`src/ccp_defines.vh`:
```
// Register map, field positions, mode codes and reset values of the capture/compare/PWM block.
`ifndef CCP_DEFINES_VH
`define CCP_DEFINES_VH

`define CCP_ADDR_W          3
`define CCP_ADDR_CTRL       3'h0
`define CCP_ADDR_CAP_LO     3'h1
`define CCP_ADDR_CAP_HI     3'h2
`define CCP_ADDR_FLAG       3'h3
`define CCP_ADDR_DEADBAND   3'h4

`define CCP_CTRL_RESET      8'h00
`define CCP_CAP_RESET       8'h00
`define CCP_DEADBAND_RESET  7'h00

`define CCP_STEER_HI        7
`define CCP_STEER_LO        6
`define CCP_DUTY_HI         5
`define CCP_DUTY_LO         4
`define CCP_MODE_HI         3
`define CCP_MODE_LO         0
`define CCP_FLAG_BIT        0

`define CCP_MODE_OFF        4'h0
`define CCP_MODE_RSVD_A     4'h1
`define CCP_MODE_CMP_TOG    4'h2
`define CCP_MODE_RSVD_B     4'h3
`define CCP_MODE_CAP_FALL   4'h4
`define CCP_MODE_CAP_RISE   4'h5
`define CCP_MODE_CAP_RISE4  4'h6
`define CCP_MODE_CAP_RISE16 4'h7
`define CCP_MODE_CMP_SET    4'h8
`define CCP_MODE_CMP_CLR    4'h9
`define CCP_MODE_CMP_SWI    4'hA
`define CCP_MODE_CMP_SPEV   4'hB

`define CCP_GRP_CAPTURE     2'h1
`define CCP_GRP_PWM         2'h3

`define CCP_STEER_SINGLE    2'h0
`define CCP_STEER_FWD       2'h1
`define CCP_STEER_HALF      2'h2
`define CCP_STEER_REV       2'h3

`define CCP_PRESC_4_LAST    2'h3
`define CCP_PRESC_16_LAST   4'hF

`endif

```
`src/ccp_ctrl.v`:
```
// Capture/compare/PWM mode control, capture path and bridge output steering.
`timescale 1ns/1ps
`include "ccp_defines.vh"
////////////////////////////////////////////////////////////////////////////////
// Overview of operation
// - Mode 0000 turns off and resets; 0001,0011 reserved.
// - Capture on fall, rise, 4th or 16th rise.
// - Compare match toggles, sets or clears output; flags.
// - Mode 1010: match flags only, pin untouched.
// - Mode 1011: flag, reset timer, start conversion.
// - PWM modes; code bits invert output pairs.
// - Non-PWM: first pin is capture/compare, others port.
// - Steer 00: only first output modulated.
// - Steer 01 forward, 11 reverse full bridge.
// - Steer 10: half bridge with dead band.
// - Control bits 5:4 are duty low bits.
// - Steer bits 7:6, mode bits 3:0, reset zero.
// - Capture/compare use timer one, PWM timer two.
// - Capture copies 16-bit timer one count.
// - Capture sets flag; only software clears it.
// - New capture overwrites pair, no overrun flag.
// - Edge detector watches pin even when driven.
// - Prescaler clears when off or not capturing.
////////////////////////////////////////////////////////////////////////////////
module ccp_ctrl
(
	input  wire                   i_clk,               // System clock, 40 MHz.
	input  wire                   i_reset_n,           // Asynchronous reset, active low.
	input  wire [`CCP_ADDR_W-1:0] i_addr,              // Register address.
	input  wire [7:0]             i_wdata,             // Register write data.
	input  wire                   i_wr,                // Register write strobe.
	input  wire                   i_rd,                // Register read strobe.
	output reg  [7:0]             o_rdata,             // Read data, cycle after i_rd.
	input  wire [15:0]            i_timer_one_count,   // Timer one count.
	input  wire [9:0]             i_timer_two_count,   // Timer two 10-bit time base.
	input  wire                   i_timer_two_period,  // Timer two period match pulse.
	input  wire                   i_adc_enabled,       // Converter enabled level.
	input  wire                   i_capture_pin,       // Level seen on the capture pin.
	output reg  [3:0]             o_bridge_out,        // Pin levels, bit 0 is output a.
	output reg  [3:0]             o_bridge_oe,         // High where the block drives a pin.
	output reg                    o_ccp_event_flag,    // Capture/compare event flag.
	output reg                    o_timer_one_reset,   // Special event timer reset pulse.
	output reg                    o_adc_start          // Special event conversion start pulse.
);

////////////////////////////////////////////////////////////////////////////////
// Mode decoding helpers.

	function is_capture;
		input [3:0] mode;
		begin
			is_capture = (mode[3:2] == `CCP_GRP_CAPTURE);
		end
	endfunction

	function is_pwm;
		input [3:0] mode;
		begin
			is_pwm = (mode[3:2] == `CCP_GRP_PWM);
		end
	endfunction

	function is_compare;
		input [3:0] mode;
		begin
			is_compare = (mode == `CCP_MODE_CMP_TOG) || (mode == `CCP_MODE_CMP_SET) ||
				(mode == `CCP_MODE_CMP_CLR) || (mode == `CCP_MODE_CMP_SWI) ||
				(mode == `CCP_MODE_CMP_SPEV);
		end
	endfunction

////////////////////////////////////////////////////////////////////////////////
// Registers.

	reg  [7:0]  ctrl_r;
	reg  [7:0]  cap_lo_r;
	reg  [7:0]  cap_hi_r;
	reg  [6:0]  deadband_r;
	reg         flag_r;
	reg         pin_s1_r;
	reg         pin_s2_r;
	reg         pin_prev_r;
	reg  [3:0]  presc_r;
	reg         match_prev_r;
	reg         cmp_latch_r;
	reg  [9:0]  duty_lat_r;
	reg         pwm_r;
	reg         pwm_prev_r;
	reg  [6:0]  db_cnt_r;

	wire [1:0]  steer    = ctrl_r[`CCP_STEER_HI:`CCP_STEER_LO];
	wire [1:0]  duty_lsb = ctrl_r[`CCP_DUTY_HI:`CCP_DUTY_LO];
	wire [3:0]  mode     = ctrl_r[`CCP_MODE_HI:`CCP_MODE_LO];
	wire        wr_ctrl  = i_wr && (i_addr == `CCP_ADDR_CTRL);
	wire        wr_lo    = i_wr && (i_addr == `CCP_ADDR_CAP_LO);
	wire        wr_hi    = i_wr && (i_addr == `CCP_ADDR_CAP_HI);
	wire        wr_flag  = i_wr && (i_addr == `CCP_ADDR_FLAG);
	wire        wr_db    = i_wr && (i_addr == `CCP_ADDR_DEADBAND);

////////////////////////////////////////////////////////////////////////////////
// Capture edge detection and prescaler.

	// The pin is sampled whatever its direction, so a port write can capture.
	wire        rise = pin_s2_r && !pin_prev_r;
	wire        fall = !pin_s2_r && pin_prev_r;
	wire [3:0]  presc_inc = presc_r + 4'h1;
	reg         cap_event;

	always @*
	begin
		cap_event = 1'b0;
		case (mode)
			`CCP_MODE_CAP_FALL:   cap_event = fall;
			`CCP_MODE_CAP_RISE:   cap_event = rise;
			`CCP_MODE_CAP_RISE4:  cap_event = rise && (presc_r[1:0] == `CCP_PRESC_4_LAST);
			`CCP_MODE_CAP_RISE16: cap_event = rise && (presc_r == `CCP_PRESC_16_LAST);
			default:              cap_event = 1'b0;
		endcase
	end

////////////////////////////////////////////////////////////////////////////////
// Compare match detection against timer one.

	wire        match_lvl = is_compare(mode) &&
		(i_timer_one_count == {cap_hi_r, cap_lo_r});
	wire        match = match_lvl && !match_prev_r;
	wire        flag_set = cap_event || match;

////////////////////////////////////////////////////////////////////////////////
// Capture pair, compare latch and control registers.

	always @(posedge i_clk or negedge i_reset_n)
	begin
		if (!i_reset_n)
		begin
			ctrl_r       <= `CCP_CTRL_RESET;
			cap_lo_r     <= `CCP_CAP_RESET;
			cap_hi_r     <= `CCP_CAP_RESET;
			deadband_r   <= `CCP_DEADBAND_RESET;
			flag_r       <= 1'b0;
			pin_s1_r     <= 1'b0;
			pin_s2_r     <= 1'b0;
			pin_prev_r   <= 1'b0;
			presc_r      <= 4'h0;
			match_prev_r <= 1'b0;
			cmp_latch_r  <= 1'b0;
		end
		else
		begin
			pin_s1_r     <= i_capture_pin;
			pin_s2_r     <= pin_s1_r;
			pin_prev_r   <= pin_s2_r;
			match_prev_r <= match_lvl;
			if (wr_ctrl)
				ctrl_r <= i_wdata;
			if (wr_db)
				deadband_r <= i_wdata[6:0];
			// Prescaler keeps counting across prescaler changes.
			if (!is_capture(mode))
				presc_r <= 4'h0;
			else if (rise)
				presc_r <= presc_inc;
			// A capture always overwrites the pair and beats a software write.
			if (cap_event)
			begin
				cap_lo_r <= i_timer_one_count[7:0];
				cap_hi_r <= i_timer_one_count[15:8];
			end
			else
			begin
				if (wr_lo)
					cap_lo_r <= i_wdata;
				if (wr_hi && !is_pwm(mode))
					cap_hi_r <= i_wdata;
				else if (is_pwm(mode) && i_timer_two_period)
					cap_hi_r <= cap_lo_r;
			end
			// Hardware set wins over a software clear in the same cycle.
			if (flag_set)
				flag_r <= 1'b1;
			else if (wr_flag && !i_wdata[`CCP_FLAG_BIT])
				flag_r <= 1'b0;
			if (mode == `CCP_MODE_OFF)
				cmp_latch_r <= 1'b0;
			else if (match)
			begin
				case (mode)
					`CCP_MODE_CMP_TOG: cmp_latch_r <= !cmp_latch_r;
					`CCP_MODE_CMP_SET: cmp_latch_r <= 1'b1;
					`CCP_MODE_CMP_CLR: cmp_latch_r <= 1'b0;
					default:           cmp_latch_r <= cmp_latch_r;
				endcase
			end
		end
	end

////////////////////////////////////////////////////////////////////////////////
// PWM generator on the timer two time base with dead band.

	wire [9:0]  duty_word = {cap_lo_r, duty_lsb};

	always @(posedge i_clk or negedge i_reset_n)
	begin
		if (!i_reset_n)
		begin
			duty_lat_r <= 10'h000;
			pwm_r      <= 1'b0;
			pwm_prev_r <= 1'b0;
			db_cnt_r   <= 7'h00;
		end
		else if (!is_pwm(mode))
		begin
			duty_lat_r <= 10'h000;
			pwm_r      <= 1'b0;
			pwm_prev_r <= 1'b0;
			db_cnt_r   <= 7'h00;
		end
		else
		begin
			pwm_prev_r <= pwm_r;
			if (i_timer_two_period)
			begin
				duty_lat_r <= duty_word;
				pwm_r      <= (duty_word != 10'h000);
			end
			else if (i_timer_two_count == duty_lat_r)
				pwm_r <= 1'b0;
			if (pwm_r != pwm_prev_r)
				db_cnt_r <= deadband_r;
			else if (db_cnt_r != 7'h00)
				db_cnt_r <= db_cnt_r - 7'h01;
		end
	end

////////////////////////////////////////////////////////////////////////////////
// Output steering; act is the level before polarity, drv the enables.

	wire        db_idle = (db_cnt_r == 7'h00) && (pwm_r == pwm_prev_r);
	reg  [3:0]  act;
	reg  [3:0]  drv;

	always @*
	begin
		act = 4'h0;
		drv = 4'h0;
		if (is_pwm(mode))
		begin
			case (steer)
				`CCP_STEER_SINGLE:
				begin
					act = {3'h0, pwm_r};
					drv = 4'h1;
				end
				`CCP_STEER_FWD:
				begin
					act = {pwm_r, 2'h0, 1'b1};
					drv = 4'hF;
				end
				`CCP_STEER_HALF:
				begin
					act = {2'h0, !pwm_r && db_idle, pwm_r && db_idle};
					drv = 4'h3;
				end
				`CCP_STEER_REV:
				begin
					act = {2'h1, pwm_r, 1'b0};
					drv = 4'hF;
				end
				default:
				begin
					act = 4'h0;
					drv = 4'h0;
				end
			endcase
		end
		else
		begin
			// Only the first pin belongs to the block outside PWM.
			act = {3'h0, cmp_latch_r};
			drv = {3'h0, (mode == `CCP_MODE_CMP_TOG) || (mode == `CCP_MODE_CMP_SET) ||
				(mode == `CCP_MODE_CMP_CLR)};
		end
	end

	genvar gi;
	generate
		for (gi = 0; gi < 4; gi = gi + 1)
		begin : g_pin
			// Outputs a and c follow mode bit 1, outputs b and d mode bit 0.
			wire inv = is_pwm(mode) && mode[(gi % 2 == 0) ? 1 : 0];
			always @(posedge i_clk or negedge i_reset_n)
			begin
				if (!i_reset_n)
				begin
					o_bridge_out[gi] <= 1'b0;
					o_bridge_oe[gi]  <= 1'b0;
				end
				else
				begin
					o_bridge_out[gi] <= act[gi] ^ inv;
					o_bridge_oe[gi]  <= drv[gi];
				end
			end
		end
	endgenerate

////////////////////////////////////////////////////////////////////////////////
// Special event pulses, flag output and register read port.

	always @(posedge i_clk or negedge i_reset_n)
	begin
		if (!i_reset_n)
		begin
			o_timer_one_reset <= 1'b0;
			o_adc_start       <= 1'b0;
			o_ccp_event_flag  <= 1'b0;
			o_rdata           <= 8'h00;
		end
		else
		begin
			o_timer_one_reset <= match && (mode == `CCP_MODE_CMP_SPEV);
			o_adc_start       <= match && (mode == `CCP_MODE_CMP_SPEV) && i_adc_enabled;
			o_ccp_event_flag  <= flag_set || flag_r;
			o_rdata           <= 8'h00;
			if (i_rd)
			begin
				case (i_addr)
					`CCP_ADDR_CTRL:     o_rdata <= ctrl_r;
					`CCP_ADDR_CAP_LO:   o_rdata <= cap_lo_r;
					`CCP_ADDR_CAP_HI:   o_rdata <= cap_hi_r;
					`CCP_ADDR_FLAG:     o_rdata <= {7'h00, flag_r};
					`CCP_ADDR_DEADBAND: o_rdata <= {1'b0, deadband_r};
					default:            o_rdata <= 8'h00;
				endcase
			end
		end
	end

endmodule

```
`config.mk`:
```
export PLATFORM = sky130hd
export DESIGN_NAME = ccp_ctrl
export DESIGN_NICKNAME = d
export VERILOG_FILES = /design/src/ccp_ctrl.v
export VERILOG_INCLUDE_DIRS = /design/src
export SDC_FILE = /design/constraint.sdc
export NUM_CORES = 1
export LEC_CHECK = 0
export ABC_AREA = 1
export BUFFER_PORTS_ARGS = -buffer_cell sky130_fd_sc_hd__buf_4
export CAP_MARGIN = 0
export CORE_MARGIN = 2
export CORE_UTILIZATION = 30
export DETAILED_ROUTE_END_ITERATION = 8
export GPL_TIMING_DRIVEN = 0
export HOLD_SLACK_MARGIN = 0.06
export PLACE_DENSITY = 0.54
export SKIP_CTS_REPAIR_TIMING = 1
export SLEW_MARGIN = 20
export SYNTH_ARGS = -nofsm -noshare
export SYNTH_HDL_FRONTEND = slang
export SYNTH_SLANG_ARGS = --single-unit
```
`constraint.sdc`:
```
create_clock -name i_clk -period 2.1 [get_ports i_clk]
set_input_delay 0.315 -clock i_clk [delete_from_list [all_inputs] [get_ports i_clk]]
set_output_delay 0.315 -clock i_clk [all_outputs]
set_load 0.05 [all_outputs]
```
==> results_dict.tcl <==
set metrics [dict create \
    drive_gt1_frac 0.167 \
    synthCells 509 \
    cts_tree "built" \
    die_w_um 120 \
    grt_pass1_wl_um 18300 \
    dieArea_um2 14500 \
    fill_cells 1353 \
    synth-simple-area-share 0.246 \
    muxShareOfSynthArea 0 \
    leakage_nw 2.57 \
    synthAdderAreaFrac 0.00618 \
    synth_fp_nets 555 \
    cp_top_family "simple AND/OR/NAND/NOR gates" \
    worst_slew_pin_slew_ns 0.721 \
    cts.sinks 78 \
    n_antenna_cell 0 \
    yosysTopAreaCellShare 0.482 \
    cts_made_buffers 9 \
    drt_iter0_drc 211 \
    crit_fanout 10 \
    criticalPathCategory "reg -> reg" \
    antenna_found_initial 0 \
    multiInputGateArea_um2 1750 \
    clk_pin_slew_worst_paths_ns 0.06 \
    ant_nets 0 \
    coreArea_um2 13200 \
    skew_ns 0.00862 \
    rsz0062_at_grt "false" \
    path_cells "buf_4, nand2_4, inv_2, nand2_1, inv_1, a31oi_4, nand2_2, nor2_1, nor3_2" \
    die_y_um 120 \
    numPortBuffers 62 \
    drt-total-wl_um 11300 \
    hold_viol_final 0 \
    io_pins 63 \
    vias_per_cell 4.79 \
    seq_area_um2 1950 \
    synth_edf_count 0 \
    synth.most_common_cell "nand2_1" \
    max_stage_delay_ns 0.36 \
    critPathBufInv 3 \
    drv_cap 0 \
    pre_cts_ws_ns 0.293 \
    route.vias.total 3651 \
    hold_class "in -> async" \
    grt_max_degree 79 \
    drc_errors 0 \
    ys_async_sr_fraction 1.00 \
    gp_congestion 0.901 \
    synth_area_leaders "dfrtp_1 48%, nand2_1 11%, inv_1 6.8%, o21ai_0 4.8%, nor2_1 4.5%" \
    fin_ws_ns 0.282 \
    yosysTopAreaCell "dfrtp_1" \
    post_drt_wl_per_cell_um 14.8 \
    slew_headroom 0.520 \
    dpl.cell_count 747 \
    drt_pass1_iterations 5 \
    ir_drop_v 0.000316 \
    final_nets 628 \
    start_kind "flip-flop" \
    syn_area_um2 4050 \
    areaGrowthSynthToFinish_pct 25.7 \
    synth-xor-area-share 0.0408 \
    ys_types 38 \
    max_freq_mhz 550 \
    setup_viol 0 \
    crit_path_top_delay_cell "dfrtp_1" \
    min_period_over_period 0.866 \
    grt-ovfl-total 0 \
    status "complete, no violations" \
    rows 42 \
    yosys_warnings 0 \
    fin_crit_ns 1.82 \
    clock_latency_ns 0.34 \
    finalPower_mw 5.18 \
    arrival_ns 2.05 \
    clock-root-buffer "clkbuf_16" \
    yosys-top-cells-count "122 x nand2_1, 78 x dfrtp_1, 73 x inv_1" \
    synth-compound-area-share 0.138 \
    synth_top_flop_cell "dfrtp_1" \
    fin_setup_tns_ns 0 \
    avgSynthCellArea_um2 7.96 \
    dp_hpwl_um 8760 \
    start_util 0.307 \
    grtUsageTotal 0.166 \
    cts_buffer_depth 2 \
    required_ns 2.33 \
    stdcell_count 763 \
    first_global_vias 3555 \
    cts_max_level 3 \
    p_per_area_nw_per_um2 1020 \
    synth_seq_cells 78 \
    maxSlewViolCount 0 \
    synth_top_family_by_area "simple AND/OR/NAND/NOR gates" \
    end_kind "flip-flop" \
    yosysSeqAreaShare 0.482 \
]
cell usage in the layout, fill, tap and decap left out, types with 2 or more instances in the layout:
master     synthesis  final
a21oi_1           14     14
a221oi_1           5      5
a311oi_1           2      2
buf_2              3      3
buf_4              2     63
buf_6              2      3
bufinv_16          0      3
clkbuf_1           5      7
clkbuf_16          0      9
clkbuf_8           0      2
dfrtp_1           78     78
ha_1               2      2
inv_1             73     73
inv_2              2      2
nand2_1          122    122
nand3_1           36     36
nand4_1            7      7
nor2_1            49     49
nor2_2             2      2
nor3_1             5      5
nor3b_1            2      2
nor4_1             2      2
o211ai_1           5      5
o21ai_0           39     39
o21ai_1            8      8
o21ai_2            3      3
o22ai_1           12     12
xnor2_1            4      4
xor2_1            13     13
metrics by stage:
step	hold WS, ns	cell area, µm²	util
CTS	0.0666	5090	0.386
floorplan	0.0194	4050	-
global placement	0.334	4740	0.359
global route	0.0666	5090	0.386
finish	0.00400	5090	0.386
detailed placement	0.336	4740	0.359
power breakdown:
group | total [mW] | switching, mW | internal (mW)
Clock | 1.83 | 0.606 | 1.23
Sequential | 2.04 | 0.278 | 1.76
Combinational | 1.30 | 0.833 | 0.470
Total | 5.18 | 1.72 | 3.46
flip-flops by register name, summed over array words and instances (netlist names), 3 cells and up:
name	flops
presc_r	4
o_bridge_out	4
cap_hi_r	8
duty_lat_r	10
deadband_r	7
db_cnt_r	7
cap_lo_r	8
ctrl_r	8
o_bridge_oe	3
o_rdata	8
cell type report:
cell class,count,share of cell area
clock buffer,13,0.0511
buffer,12,0.0140
tap,176,0.0433
multi-input combinational,344,0.343
sequential,78,0.383
inverter,75,0.0553
timing repair buffer,62,0.0922
clock inverter,3,0.0177
cell families after synthesis:
logic type	Yosys count
AND/OR/NAND/NOR	231
AO/OA/AOI/OAI	93
buffers and inverters	87
flip-flops	78
XOR/XNOR	18
adder cells (fa/ha/maj)	2
per-layer routing:
metal	track usage	vias up	wire length (µm)
met5	0	-	0
met4	0.0632	0	185
met3	0.0368	12	536
met2	0.252	90	5250
met1	0.232	1748	5330
li1	-	1801	-
worst paths after layout:
check                                      startpoint                   endpoint  slack [ns]  depth (start not counted)
worst max-delay path            ctrl_r[3]$_DFFE_PN0P_    cap_hi_r[7]$_DFFE_PN0P_        0.28                          9
worst min-delay path                        i_reset_n  o_bridge_out[0]$_DFF_PN0_       0.004                          1
worst max register to register  ctrl_r[3]$_DFFE_PN0P_    cap_hi_r[7]$_DFFE_PN0P_        0.28                          9
worst min register to register     pin_s1_r$_DFF_PN0_         pin_s2_r$_DFF_PN0_        0.34                          0
max in group asynchronous                   i_reset_n      ctrl_r[5]$_DFFE_PN0P_        1.61                          1
min in group i_clk                      i_capture_pin         pin_s1_r$_DFF_PN0_        0.08                          1
Note: power is estimated with default switching activity, not from simulation.
